$ cat config.mk
export PLATFORM = sky130hd
export DESIGN_NAME = tcwd_decoder
export DESIGN_NICKNAME = d
export VERILOG_FILES = /design/src/verilog/tcwd_pkg.sv /design/src/verilog/tcwd_decoder.sv
export VERILOG_INCLUDE_DIRS = /design/src /design/src/verilog
export SDC_FILE = /design/constraint.sdc
export NUM_CORES = 1
export LEC_CHECK = 0
export BUFFER_PORTS_ARGS = -buffer_cell sky130_fd_sc_hd__buf_2
export CORE_MARGIN = 2
export CORE_UTILIZATION = 56
export DETAILED_ROUTE_END_ITERATION = 7
export GPL_ROUTABILITY_DRIVEN = 0
export PLACE_DENSITY = 0.92
export SKIP_CTS_REPAIR_TIMING = 1
export SLEW_MARGIN = 25
export SYNTH_ARGS = -nofsm -noshare
export SYNTH_HDL_FRONTEND = slang
export SYNTH_SLANG_ARGS = --single-unit
$ cat constraint.sdc
create_clock -name mclk -period 4.6 [get_ports mclk]
set_clock_uncertainty 0.2 [all_clocks]
set_input_delay 0.69 -clock mclk [delete_from_list [all_inputs] [get_ports mclk]]
set_output_delay 0.69 -clock mclk [all_outputs]
set_load 0.1 [all_outputs]
$ cat src/verilog/tcwd_defines.svh
// Constants for the terminal control word decoder.
// Summary of operation
// - Window lock refuses local opens, allows closes.
// - Window lock suppresses keyboard popup on local switch.
// - Entry lock rejects local entry and table changes.
// - Host writes and control copies ignore entry lock.
// - Screen lock blocks local switches, host switches pass.
// - Copy type bit selects numeral or text class.
// - Copy execute starts copy; host clears afterwards.
// - Control-word copies never raise notify flags.
// - Rising history-clear bit erases alarm history.
// - Status notify block is two consecutive words.
// - Only changed control bits trigger action.
// - Table numbers range 0 to 1999, BCD or hex.
`ifndef TCWD_DEFINES_SVH
`define TCWD_DEFINES_SVH
`define TCWD_OFS_SRC        2'h1
`define TCWD_OFS_DST        2'h2
`define TCWD_OFS_CTRL       2'h3
`define TCWD_BIT_WIN_LOCK   6
`define TCWD_BIT_ENTRY_LOCK 5
`define TCWD_BIT_SCR_LOCK   4
`define TCWD_BIT_COPY_EXEC  3
`define TCWD_BIT_COPY_TYPE  2
`define TCWD_BIT_HIST_CLR   1
`define TCWD_CTRL_MASK      16'h007E
`define TCWD_TABLE_MAX      16'h07CF
`define TCWD_TABLE_MAX_BCD  16'h1999
`define TCWD_RST_WORD       16'h0000
`define TCWD_NOTIFY_WORDS   2
`endif

$ cat src/verilog/tcwd_pkg.sv
// Types shared by the terminal control word decoder.
package tcwd_pkg;
   typedef struct packed {
      logic        numeral;   // 1 numeral class, 0 text class
      logic [15:0] src;       // Source table number
      logic [15:0] dst;       // Destination table number
   } tcwd_copy_req_t;

   typedef enum logic [2:0] {
      TCWD_IDLE = 3'b001,
      TCWD_REQ  = 3'b010,
      TCWD_DONE = 3'b100
   } tcwd_copy_state_t;
endpackage

$ cat src/verilog/tcwd_decoder.sv
// Terminal control word decoder: host-written words, local lock gating, copy control.
`timescale 1ns/1ps
`default_nettype none
`include "tcwd_defines.svh"
module tcwd_decoder (
   input  wire logic                    mclk,            // 100 MHz clock
   input  wire logic                    rst,             // Sync reset, active high
   input  wire logic                    host_wr,         // Host word write strobe
   input  wire logic [1:0]              host_addr,       // Word offset from control base
   input  wire logic [15:0]             host_wdata,      // Host write data
   input  wire logic                    host_rd,         // Host word read strobe
   output logic [15:0]                  host_rdata,      // Read data, registered
   input  wire logic                    numeral_bcd,     // Table numbers stored as BCD
   input  wire logic                    loc_win_open,    // Local window open request
   input  wire logic                    loc_win_close,   // Local window close request
   input  wire logic                    loc_scr_switch,  // Local screen change request
   input  wire logic                    scr_has_keybd,   // Target screen has keyboard attr
   input  wire logic                    host_scr_switch, // Host screen change request
   input  wire logic                    loc_entry,       // Local entry incl. wheel and reader
   input  wire logic                    loc_table_chg,   // Local table change, e.g. copy switch
   input  wire logic                    loc_entry_notify,// Local entry wants notify update
   output logic                         win_open_ok,     // Window open accepted
   output logic                         win_close_ok,    // Window close accepted
   output logic                         keybd_popup_ok,  // Keyboard window may pop up
   output logic                         scr_switch_ok,   // Screen change accepted
   output logic                         entry_ok,        // Local entry accepted
   output logic                         table_chg_ok,    // Local table change accepted
   output logic                         notify_set,      // Update notify flags and table word
   output logic                         copy_valid,      // Copy request to table engine
   output tcwd_pkg::tcwd_copy_req_t     copy_req,        // Copy request fields, registered
   input  wire logic                    copy_ready,      // Table engine accepts copy
   input  wire logic                    copy_done,       // Table engine finished copy
   output logic                         copy_busy,       // Copy in progress
   output logic                         copy_range_err,  // Last copy refused for range
   output logic                         alarm_hist_clr   // One-cycle alarm history erase
);
   logic [15:0]                  src_q;
   logic [15:0]                  dst_q;
   logic [15:0]                  ctrl_q;
   logic [15:0]                  prev_q;
   logic                         err_q;
   logic                         clr_q;
   tcwd_pkg::tcwd_copy_state_t   st_q;
   tcwd_pkg::tcwd_copy_state_t   st_d;
   tcwd_pkg::tcwd_copy_req_t     req_q;
   logic [15:0]                  rdata_q;

   // Status notify block size; the block itself lives outside this decoder
   localparam int NOTIFY_WORDS = `TCWD_NOTIFY_WORDS;

   // Decode of host accesses
   wire        wr_src   = host_wr && host_addr == `TCWD_OFS_SRC;
   wire        wr_dst   = host_wr && host_addr == `TCWD_OFS_DST;
   wire        wr_ctrl  = host_wr && host_addr == `TCWD_OFS_CTRL;
   wire [15:0] ctrl_new = host_wdata & `TCWD_CTRL_MASK;

   // Lock bits and edges of the action bits since the previous cycle
   wire win_lock   = ctrl_q[`TCWD_BIT_WIN_LOCK];
   wire entry_lock = ctrl_q[`TCWD_BIT_ENTRY_LOCK];
   wire scr_lock   = ctrl_q[`TCWD_BIT_SCR_LOCK];
   wire exec_rise  = ctrl_q[`TCWD_BIT_COPY_EXEC] & ~prev_q[`TCWD_BIT_COPY_EXEC];
   wire hist_rise  = ctrl_q[`TCWD_BIT_HIST_CLR] & ~prev_q[`TCWD_BIT_HIST_CLR];

   // Table number range check, BCD or hex
   function automatic logic tab_ok(input logic [15:0] n, input logic bcd);
      logic ok;
      ok = 1'b1;
      if (bcd) begin
         ok = n[3:0] <= 4'h9 && n[7:4] <= 4'h9 && n[11:8] <= 4'h9 && n <= `TCWD_TABLE_MAX_BCD;
      end else begin
         ok = n <= `TCWD_TABLE_MAX;
      end
      return ok;
   endfunction
   wire range_ok = tab_ok(src_q, numeral_bcd) && tab_ok(dst_q, numeral_bcd);

   // Local operation gating
   assign win_open_ok    = loc_win_open && !win_lock;
   assign win_close_ok   = loc_win_close;
   assign keybd_popup_ok = loc_scr_switch && scr_has_keybd && !win_lock
                           && !scr_lock;
   assign scr_switch_ok  = host_scr_switch || (loc_scr_switch && !scr_lock);
   assign entry_ok       = loc_entry && !entry_lock;
   assign table_chg_ok   = loc_table_chg && !entry_lock;
   assign notify_set     = loc_entry_notify && !entry_lock;

   // Host-written words; host writes never check the entry lock
   always_ff @(posedge mclk) begin
      if (rst) begin
         src_q  <= `TCWD_RST_WORD;
         dst_q  <= `TCWD_RST_WORD;
         ctrl_q <= `TCWD_RST_WORD;
         prev_q <= `TCWD_RST_WORD;
      end else begin
         prev_q <= ctrl_q;
         if (wr_src)  src_q  <= host_wdata;
         if (wr_dst)  dst_q  <= host_wdata;
         if (wr_ctrl) ctrl_q <= ctrl_new;
      end
   end

   // Copy sequencer, started on the rising edge of the execute bit
   always_comb begin
      st_d = st_q;
      case (st_q)
         tcwd_pkg::TCWD_IDLE: begin
            if (exec_rise && range_ok) st_d = tcwd_pkg::TCWD_REQ;
         end
         tcwd_pkg::TCWD_REQ: begin
            if (copy_ready) st_d = tcwd_pkg::TCWD_DONE;
         end
         tcwd_pkg::TCWD_DONE: begin
            if (copy_done) st_d = tcwd_pkg::TCWD_IDLE;
         end
         default: st_d = tcwd_pkg::TCWD_IDLE;
      endcase
   end

   // Sequencer state, latched request and range error
   always_ff @(posedge mclk) begin
      if (rst) begin
         st_q  <= tcwd_pkg::TCWD_IDLE;
         req_q <= '0;
         err_q <= 1'b0;
      end else begin
         st_q <= st_d;
         if (st_q == tcwd_pkg::TCWD_IDLE && exec_rise) begin
            req_q.numeral <= ctrl_q[`TCWD_BIT_COPY_TYPE];
            req_q.src     <= src_q;
            req_q.dst     <= dst_q;
            err_q         <= !range_ok;
         end
      end
   end

   // Alarm history erase pulse and read data
   always_ff @(posedge mclk) begin
      if (rst) begin
         clr_q   <= 1'b0;
         rdata_q <= `TCWD_RST_WORD;
      end else begin
         clr_q <= hist_rise;
         if (host_rd) begin
            case (host_addr)
               `TCWD_OFS_SRC:  rdata_q <= src_q;
               `TCWD_OFS_DST:  rdata_q <= dst_q;
               `TCWD_OFS_CTRL: rdata_q <= ctrl_q;
               default:        rdata_q <= {12'h000, copy_busy, err_q, 2'h0};
            endcase
         end
      end
   end

   assign copy_valid     = st_q == tcwd_pkg::TCWD_REQ;
   assign copy_busy      = st_q != tcwd_pkg::TCWD_IDLE;
   assign copy_req       = req_q;
   assign copy_range_err = err_q;
   assign alarm_hist_clr = clr_q;
   assign host_rdata     = rdata_q;
endmodule
`default_nettype wire

---- After elaboration in Yosys (flattened, before gate mapping) ----
Index checks and enable logic that the tools add are counted.
word-level totals
  input bits .............................. 33
  output and inout port bits .............. 60
  flip-flop bits (word level) ............. 95
  logic and storage cells ................. 68
operators by class
  muxes and demuxes ....................... 7
  equal/unequal tests ..................... 10
  magnitude comparators ................... 10
  reduce and logical (&&, ||, !) cells .... 26
  bitwise gates (word level) .............. 4
operators by type and width
  operator              count
  $pmux 16 s3           1
  $le 16x11->1 const B  2
  $le 16x13->1 const B  2
  $le 4x4->1 const B    6
  $logic_and 1x1->1     20
  $mux 3                3
  $pmux 3 s3            1
  $eq 2x2->1 const B    2
  $logic_not 1->1       4
  $ne 2x2->1 const B    2
  $eq 3x1->1 const B    1
  $eq 3x2->1 const B    1
  $eq 3x3->1 const B    1
  $ne 3x1->1 const B    1
  $reduce_and 3->1      1
  $and 1x1->1           2
  $eq 2x1->1 const B    1
  $mux 1                2
  $ne 2x1->1 const B    1
  $not 1->1             2
  $logic_or 1x1->1      1

---- Longest topological paths before layout ----
Gate-level depths: netlist of run 1.
  depth in word-level cells ............... 9
  depth in mapped cells ................... 8
  depth with buffers taken out ............ 5

---- Worst setup path before layout of run 1 ----
Ideal clock, no wire load.
  path type ............................... input to output
  start ................................... in scr_has_keybd
  end ..................................... out keybd_popup_ok
  data arrival time ....................... 3,589 ps
  stages on the path ...................... 1
  setup slack ............................. 121 ps
  path through ............................ nor4bb_1
between the ends
  cells in the longest elaborated chain, start to end .. 3
RTL lines
  what                             line                source
  start, declared                  tcwd_decoder.sv:17  input wire logic scr_has_keybd,
  $logic_and 1x1->1 (2 in series)  tcwd_decoder.sv:80  assign keybd_popup_ok = loc_scr_switch && scr_has_keybd && !win_lock
  $logic_and 1x1->1                tcwd_decoder.sv:81  && !scr_lock;
  end, declared                    tcwd_decoder.sv:24  output logic keybd_popup_ok,
Every way passes these cells.

---- Final worst setup path of run 1 ----
  start ................................... in host_addr[1]
  end ..................................... reg dst_q[3]
between the ends
  cells in the longest elaborated chain, start to end .. 2
RTL lines
  what                         line                source
  start, declared              tcwd_decoder.sv:9   input wire logic [1:0] host_addr,
  $eq 2x2->1                   -
  $logic_and 1x1->1 (no line)  -
  end signal, assigned         tcwd_decoder.sv:91  dst_q <= `TCWD_RST_WORD;
  end signal, assigned         tcwd_decoder.sv:97  if (wr_dst) dst_q <= host_wdata;
  end, declared                tcwd_decoder.sv:38  logic [15:0] dst_q;
Every way passes these cells.
A chain may end at the register's enable or synchronous reset.

==> flow_summary_export.csv, run 1 <==
group,metric,value,unit
cts,cts_num_sinks,94,
run,cap_violations,0,
synthesis,synth_area_per_cell,8.22,um^2
setup_path,crit_buf_inv,1,
placed_design,port_buffers,90,
layout,final_common_cell,"nand2_1",
setup_path,crit_family,"simple AND/OR/NAND/NOR gates",
floorplanning,io-pin-count,93,
floorplanning,initial_utilization,58.0,%
cts,cts_buffers,9,
layout,drive_gt1_share,22.2,%
synthesis,post_synth_mux_area_share,4.62,%
route,ant_nets,0,
synthesis,synth_simple_gate_area_share,22.1,%
synthesis,syn-instance-count,448,
route,drtPass1Iterations,6,
floorplanning,die_w,85.1,um
cts,cts.clk_slew.worst_paths,0.09,ns
outcome,status,"finished, final reports clean",
global_route,grt-ovfl-total,0,
route,vias_per_cell,5.66,
setup_path,slowest_stage,"nor2b_1",
timing,tightest_slew,0.957,ns
setup_path,worstPathArrival,2.56,ns
timing,finalCritPeriodShare,55.4,%
synthesis,yosysSeqAreaShare,51.1,%
layout,syn_to_final_growth,16.2,%
pwr,irDropWorstVdd,0.000221,V
synthesis,synth_fa_ha_area_share,0,%
placed_design,dpl_cell_area,4080,um^2
layout,n_fill_cell,511,
global_route,antenna_found_initial,0,
layout,final_core_util,67.4,%
synthesis,yosys_warnings,0,
cts,clock_tree.root_cell,"clkbuf_8",
floorplanning,core,6350,um^2
timing,hold_viol,0,
global_route,grt_pass1_wl,14700,um
synthesis,ys_ff_latch,94,
synthesis,synth_nets,481,
pwr,powerDensity,374,nW/um^2
floorplanning,die-area,7240,um^2
synthesis,synth_top_area_share,51.1,%
setup_path,max_stage_delay,0.79,ns
global_route,grt_max_degree,94,
floorplanning,die-height,85.1,um
timing,rsz0062_at_grt,"no",
setup_path,cp_cell_sequence,"buf_2 > nor2b_1 > nand2_1 > nand2_1 > a21oi_1",
setup_path,end_kind,"flip-flop",
floorplanning,num_rows,29,
timing,clock.fmax,0.392,GHz
timing,slew_headroom,36.1,%
cts,cts_buffer_depth,2,
setup_path,cp-start-kind,"primary input",
layout,stdcell_area,4280,um^2
timing,min_period,2.55,ns
synthesis,yosysTopAreaCell,"dfxtp_1",
cts,h-tree-depth,3,
route,drc_errors,0,
layout,final_cell_mix,"nand2_1 (132), dfxtp_1 (94), buf_2 (90), a21oi_1 (68), nor2_1 (31)",
global_route,groute.usage.overall,25.1,%
timing,tns,0,ns
timing,finalSetupViolCount,0,
layout,num_antenna_cells,0,
synthesis,synthTopCellsByArea,"dfxtp_1 (51%), nand2_1 (13%), a21oi_1 (9.2%), nor2_1 (3.2%), a211oi_1 (2.9%)",
route,vias,3397,
setup_path,critPathMostFrequentCell,"nand2_1",
route,routedWlPerCell,15.3,um
synthesis,synth_top_family_by_area,"simple AND/OR/NAND/NOR gates",
setup_path,path_class,"primary input to flip-flop",
timing,slew_violations,0,
setup_path,crit_path_max_fanout,16,
hold_path,hp-class,"flip-flop to flip-flop",
synthesis,synthXorXnorAreaFrac,0.238,%
synthesis,synth_area,3680,um^2
synthesis,yosysUniqueCellTypes,34,
global_route,grt_pass1_vias,3089,
route,dr.first_iter.drc_count,253,
placed_design,place_hpwl,6440,um
setup_path,required,4.61,ns
synthesis,synth_compound_area_share,17.2,%
pwr,power.leakage,1.73,nW
route,totalWireLength,9170,um
cts,cts_tree,"done",
cts,clk_latency,0.36,ns
layout,final_nets,551,
setup_path,regToRegSetupSlack,2.50,ns
[per-layer routing]
metal	GRT usage, %	routed length, um	share of wire (%)	up-vias
li1	-	-	-	1653
met1	34.8	4010	44	1545
met2	39.4	4130	45	171
met3	4.67	795	8.7	28
met4	9.09	228	2.5	0
met5	0	0	0	-
[flip-flops by register name (all words and copies together) (netlist names)]
| register | flops |
|---|---|
| st_q | 3 |
| prev_q | 2 |
| ctrl_q | 6 |
| src_q | 16 |
| copy_req | 33 |
| dst_q | 16 |
| copy_range_err | 1 |
| alarm_hist_clr | 1 |
| host_rdata | 16 |
[path summary, 6_finish.rpt]
check                                  start        endpoint  cells after the start
worst min-delay path               prev_q[1]  alarm_hist_clr                      1
worst max-delay path            host_addr[1]        dst_q[3]                      5
worst max register to register       st_q[0]    copy_req[18]                      4
worst min register to register     prev_q[1]  alarm_hist_clr                      1
[cells in the mapped netlist, drive strengths merged]
master and n:
nand4 4, nor3 2, nor2 32, nand3 1, or2 1, o31ai 1, nand2b 2, a2bb2oi 1
and2 2, or4 3, dfxtp 94, o21a 1, nand2 132, buf 12, nor2b 9, a31o 1
a21oi 68, mux2i 8, xnor2 1, a22oi 14, a211oi 14, or4b 1, nand4b 2, inv 3
or3b 1, mux4 2, clkbuf 21, mux2 4, nor4bb 1, a21o 1, o21ai 9
[cell families after synthesis]
kind of cell | after synthesis
AND/OR/NAND/NOR | 193
AO/OA/AOI/OAI | 110
flip-flops | 94
buffers and inverters | 36
multiplexers | 14
XOR/XNOR | 1
[report_power, final]
group          leakage, nW  internal (mW)  total (mW)  switching [mW]
Sequential           0.763          0.834       0.853          0.0195
Clock               0.0931          0.255       0.545           0.290
Combinational        0.872         0.0447       0.202           0.158
[final cells by class]
type | count | area, um^2 | share of cell area (%)
well taps | 77 | 96.3 | 2.25
inverters | 3 | 11.3 | 0.263
clock buffers | 10 | 128 | 2.98
clock inverters | 6 | 71.3 | 1.67
repair buffers | 92 | 465 | 10.9
flip-flops and latches | 94 | 1880 | 43.9
multi-input cells | 318 | 1630 | 38.0
[per-stage QoR]
| stage | total power [mW] | cells | setup WS (ns) | hold slack, ns |
|---|---|---|---|---|
| after detailed placement | 1.07 | 584 | 1.74 | 0.176 |
| after CTS | 1.60 | 600 | 2.11 | 0.188 |
| after global placement | 1.07 | 584 | 1.87 | 0.171 |
| after global routing | 1.66 | 600 | 1.84 | 0.215 |
| final | 1.60 | 600 | 2.05 | 0.185 |
| after floorplan | 1.03 | 448 | 0.121 | 0.167 |
Note: power is estimated with default switching activity, not from simulation.
==> run 2, diff against run 1 <==
- CORE_UTILIZATION: 56 -> 52
- PLACE_DENSITY: 0.92 -> 0.86
- clock period: 4.6 -> 2.4 ns (I/O delays scaled with it)
==> run 2 against run 1 <==
  * Global-route usage decreased by 0.66 points
  * Wire length up 1.0%
  * Clock power rose by 120%
  * Count of clock-buffer cells in the layout rose by 3
  * Critical path depth fell by 3
  * Die area increased by 7.3%
  * Core utilization is 3.2 points lower
  * Critical endpoint is now copy_busy
==> flow_summary_export.csv, run 2 (same netlist as run 1, synthesis figures left out) <==
group,metric,value,unit
outcome,status,"finished, final reports clean",
run,cap_violations,0,
timing,tightest_slew,0.617,ns
cts,cts_tree,"done",
hold_path,hp-class,"primary input to flip-flop",
route,drtPass1Iterations,5,
setup_path,path_class,"flip-flop to output pin",
layout,num_antenna_cells,0,
timing,tns,0,ns
placed_design,place_hpwl,6530,um
layout,largest_register_ffs,33,
pwr,power.leakage,1.78,nW
global_route,grt-ovfl-total,0,
setup_path,reg2reg_to,"st_q[1]",
pwr,clkPwrFrac,37.0,%
pwr,pwr-share-comb,12.3,%
cts,cts_num_sinks,94,
setup_path,max_stage_delay,0.47,ns
global_route,grt_max_degree,94,
route,ant_nets,0,
placed_design,numPlacedInstances,606,
route,routedWlPerCell,14.9,um
layout,stdcell_area,4390,um^2
hold_path,min_from,"host_wdata[10]",
pwr,internal_power,2.36,mW
route,drc_errors,0,
setup_path,worstPathArrival,1.60,ns
cts,cts_buffer_depth,2,
setup_path,r2r_cells,4,
cts,h-tree-depth,3,
cts,cts_buffers,9,
floorplanning,initial_utilization,53.9,%
floorplanning,io-pin-count,93,
timing,min_period,2.16,ns
timing,slew_headroom,58.9,%
floorplanning,die_w,88.2,um
layout,final_common_cell,"nand2_1",
floorplanning,die-area,7780,um^2
placed_design,port_buffers,90,
placed_design,dpl_cell_area,4160,um^2
route,totalWireLength,9260,um
layout,stdcell_count,622,
timing,slew_violations,0,
pwr,irDropWorstVdd,0.000404,V
global_route,grt_pass1_vias,3041,
timing,hold_viol,0,
setup_path,regToRegSetupSlack,0.33,ns
setup_path,cp-start-kind,"flip-flop",
global_route,grt_pass1_wl,14600,um
setup_path,cp_cell_sequence,"or3b_1 > buf_2",
pwr,p_sw_share,26.7,%
hold_path,hold_end,"dst_q[10]",
global_route,groute.usage.overall,24.5,%
cts,clock_tree.root_cell,"clkbuf_8",
setup_path,slowest_stage,"or3b_1",
floorplanning,num_rows,30,
setup_path,required,1.84,ns
layout,drive_gt1_share,22.8,%
timing,whs,0.0444,ns
floorplanning,core,6830,um^2
setup_path,r2r-start,"st_q[0]",
layout,final_nets,554,
cts,clk_latency,0.36,ns
timing,clock.fmax,0.463,GHz
pwr,powerDensity,733,nW/um^2
route,dr.first_iter.drc_count,399,
route,vias_per_cell,5.45,
pwr,seqPwrFrac,50.7,%
cts,cts.clk_slew.worst_paths,0.09,ns
route,vias,3392,
layout,final_cell_mix,"nand2_1 (132), dfxtp_1 (94), buf_2 (90), a21oi_1 (68), nor2_1 (31)",
setup_path,crit_path_max_fanout,6,
pwr,switchingPower,860,uW
global_route,antenna_found_initial,0,
hold_path,whs_path_depth,3,
setup_path,end_kind,"output pin",
floorplanning,die-height,88.2,um
layout,syn_to_final_growth,19.2,%
timing,finalCritPeriodShare,90.0,%
timing,finalSetupViolCount,0,
timing,rsz0062_at_grt,"no",
run 2: through the flow:
| step | power [mW] | utilization, % | worst slack, ns |
|---|---|---|---|
| detailed placement | 2.06 | 60.9 | 0.377 |
| floorplan | 1.98 | - | 0.102 |
| CTS | 3.23 | 64.3 | 0.250 |
| global placement | 2.05 | 60.9 | 0.440 |
| global route | 3.33 | 64.3 | 0.183 |
| finish | 3.22 | 64.3 | 0.241 |
run 2: worst max-delay path, delay by kind of cell (launching register included):
kind,cells,cell delay (ns)
DFF,1,0.43
and+or+nand+nor,1,0.47
buffers and inverters,1,0.34
run 2: worst max-delay path by stage:
stage / startpoint / end / slack, ns / depth (start not counted)
finish: st_q[0] / copy_busy / 0.24 / 2
global route: st_q[0] / copy_busy / 0.18 / 2
CTS: st_q[0] / copy_busy / 0.25 / 2
detailed placement: st_q[0] / st_q[1] / 0.38 / 4
global placement: copy_done / st_q[1] / 0.44 / 6
floorplan: st_q[1] / copy_valid / 0.10 / 2
run 2: per-layer routing:
metal,vias to the layer above,share of wire [%],GRT usage [%]
li1,1660,-,-
met1,1544,44,34.8
met2,168,46,35.8
met3,20,7.8,5.00
met4,0,2.4,11.2
met5,-,0,0
run 2: area by class of cell:
type | instances | area [um^2]
inverter | 3 | 11.3
clock inverter | 3 | 65.1
clock buffer | 13 | 169
tap | 96 | 120
timing repair buffer | 95 | 500
fill | 594 | 2440
multi-input combinational | 318 | 1640
sequential | 94 | 1880
run 2: power groups by stage:
stage	Combinational, mW	Sequential [mW]	Clock (mW)
finish	0.395	1.63	1.19
global route	0.420	1.64	1.27
CTS	0.394	1.63	1.20
detailed placement	0.394	1.67	0
global placement	0.387	1.67	0
floorplan	0.205	1.78	0
==> run 3, diff against run 2 <==
- BUFFER_PORTS_ARGS: -buffer_cell sky130_fd_sc_hd__buf_2 -> -buffer_cell sky130_fd_sc_hd__clkbuf_2
- PLACE_DENSITY: 0.86 -> 0.78
- RECOVER_POWER: not set -> 25
==> run 3 against run 2 <==
  * The run now ends with max-capacitance violations, max-slew violations left
  * Clock power down 3%
  * Via count is 1.5% lower
  * Cell count did not move
  * Hold slack worse by 0.026 ns
  * Critical path depth stayed put
  * First-iteration DRC count is 22% lower
  * Total power decreased by 1.3%
  * Die area unchanged
  * Flip-flop and latch count stayed put
  * Largest cell class unchanged
  * Largest power group unchanged
==> flow_summary_export.csv, run 3 (same netlist as run 1, synthesis figures left out) <==
group,metric,value,unit
timing,tns,0,ns
setup_path,slowest_stage,"or3b_1",
layout,num_antenna_cells,0,
layout,final_nets,554,
floorplanning,die-area,7780,um^2
run,cap_violations,1,
timing,slew_headroom,-19.4,%
route,top_layer_used,"met4",
timing,finalSetupViolCount,0,
floorplanning,num_rows,30,
placed_design,port_buffers,90,
hold_path,min_from,"host_wdata[15]",
setup_path,critPathLaunch,"st_q[0]",
placed_design,numPlacedInstances,606,
cts,cts_tree,"done",
setup_path,path_class,"flip-flop to output pin",
timing,clock.fmax,0.448,GHz
route,routedWlPerCell,14.4,um
setup_path,end_kind,"output pin",
cts,cts_buffer_depth,2,
layout,stdcell_count,622,
timing,min_period,2.23,ns
setup_path,regToRegSetupSlack,0.28,ns
global_route,groute.usage.overall,24.2,%
layout,stdcell_area,4360,um^2
setup_path,crit_buf_inv,1,
timing,rsz0062_at_grt,"no",
placed_design,dp_slack,0.364,ns
timing,tightest_slew,1.79,ns
timing,hold_viol,0,
setup_path,cp-start-kind,"flip-flop",
floorplanning,io-pin-count,93,
global_route,grt_pass1_vias,2959,
route,vias_per_cell,5.37,
setup_path,worstPathArrival,1.67,ns
placed_design,dpl_cell_area,4160,um^2
floorplanning,die-height,88.2,um
route,vias,3342,
outcome,status,"finished with violations",
layout,final_cell_mix,"nand2_1 (132), dfxtp_1 (94), clkbuf_2 (90), a21oi_1 (68), nor2_1 (31)",
floorplanning,die_w,88.2,um
floorplanning,initial_utilization,53.9,%
global_route,grt_max_degree,94,
placed_design,place_hpwl,6250,um
pwr,powerDensity,729,nW/um^2
setup_path,crit_family,"simple AND/OR/NAND/NOR gates",
setup_path,max_stage_delay,0.47,ns
route,wl_met2,3920,um
outcome,violations,"max-capacitance violations, max-slew violations",
pwr,p_total,3.18,mW
layout,drive_gt1_share,22.8,%
cts,cts.clk_slew.worst_paths,0.09,ns
cts,cts_buffers,9,
cts,clk_latency,0.37,ns
global_route,grt_pass1_wl,14500,um
cts,clock_tree.root_cell,"clkbuf_8",
route,drtPass1Iterations,6,
route,drc_errors,0,
layout,seq_area,1880,um^2
layout,syn_to_final_growth,18.4,%
setup_path,crit_path_max_fanout,6,
layout,final_common_cell,"nand2_1",
layout,largest_register_ffs,33,
setup_path,required,1.84,ns
cts,cts_num_sinks,94,
hold_path,hp-class,"primary input to flip-flop",
pwr,irDropWorstVdd,0.000488,V
route,dr.first_iter.drc_count,312,
timing,finalCritPeriodShare,92.9,%
global_route,antenna_found_initial,0,
timing,slew_violations,94,
route,routed-wl-met3,628,um
cts,h-tree-depth,3,
route,totalWireLength,8940,um
floorplanning,core,6830,um^2
setup_path,r2r-start,"st_q[0]",
route,wirelength_met1,4250,um
setup_path,cp_cell_sequence,"or3b_1 > clkbuf_2",
timing,setup_ws,0.170,ns
pwr,power.leakage,1.73,nW
layout,multi_input_area,1640,um^2
route,ant_nets,0,
global_route,grt-ovfl-total,0,
layout,n_fill_cell,604,
## run 3: worst reg2reg max path: stages (launching register included)
cell	delay, ns
dfxtp_1	0.42
or3b_1	0.47
or2_2	0.58
nand2_1	0.18
a21oi_1	0.08
## run 3: layout make-up
class / count / share of cell area (%)
sequential: 94 / 43.1
timing repair buffer: 95 / 11.1
clock buffer: 9 / 2.84
tap: 96 / 2.75
inverter: 3 / 0.258
multi-input combinational: 318 / 37.7
clock inverter: 7 / 2.21
## run 3: per-stage QoR
step / hold WS (ns) / util, %
3_3_place_gp: 0.171 / 60.9
6_report: 0.0181 / 63.8
2_1_floorplan: 0.167 / -
5_1_grt: 0.0210 / 63.8
3_5_place_dp: 0.172 / 60.9
4_1_cts: 0.0126 / 64.1
## run 3: report_power, final
group,internal (mW),switching (mW),total (mW),leakage (nW)
Combinational,0.0895,0.302,0.391,0.850
Sequential,1.60,0.0367,1.63,0.763
Clock,0.592,0.563,1.15,0.114
Total,2.28,0.901,3.18,1.73
## run 3: routing by layer
metal	global-route usage [%]	vias up
li1	-	1673
met5	0	-
met3	6.13	15
met1	34.6	1521
met2	36.2	133
met4	7.16	0
## run 3: final timing paths
| kind | depth (start not counted) | to |
|---|---|---|
| min reg2reg | 1 | alarm_hist_clr |
| max | 2 | copy_busy |
| min | 3 | src_q[15] |
| max reg2reg | 4 | copy_req[7] |
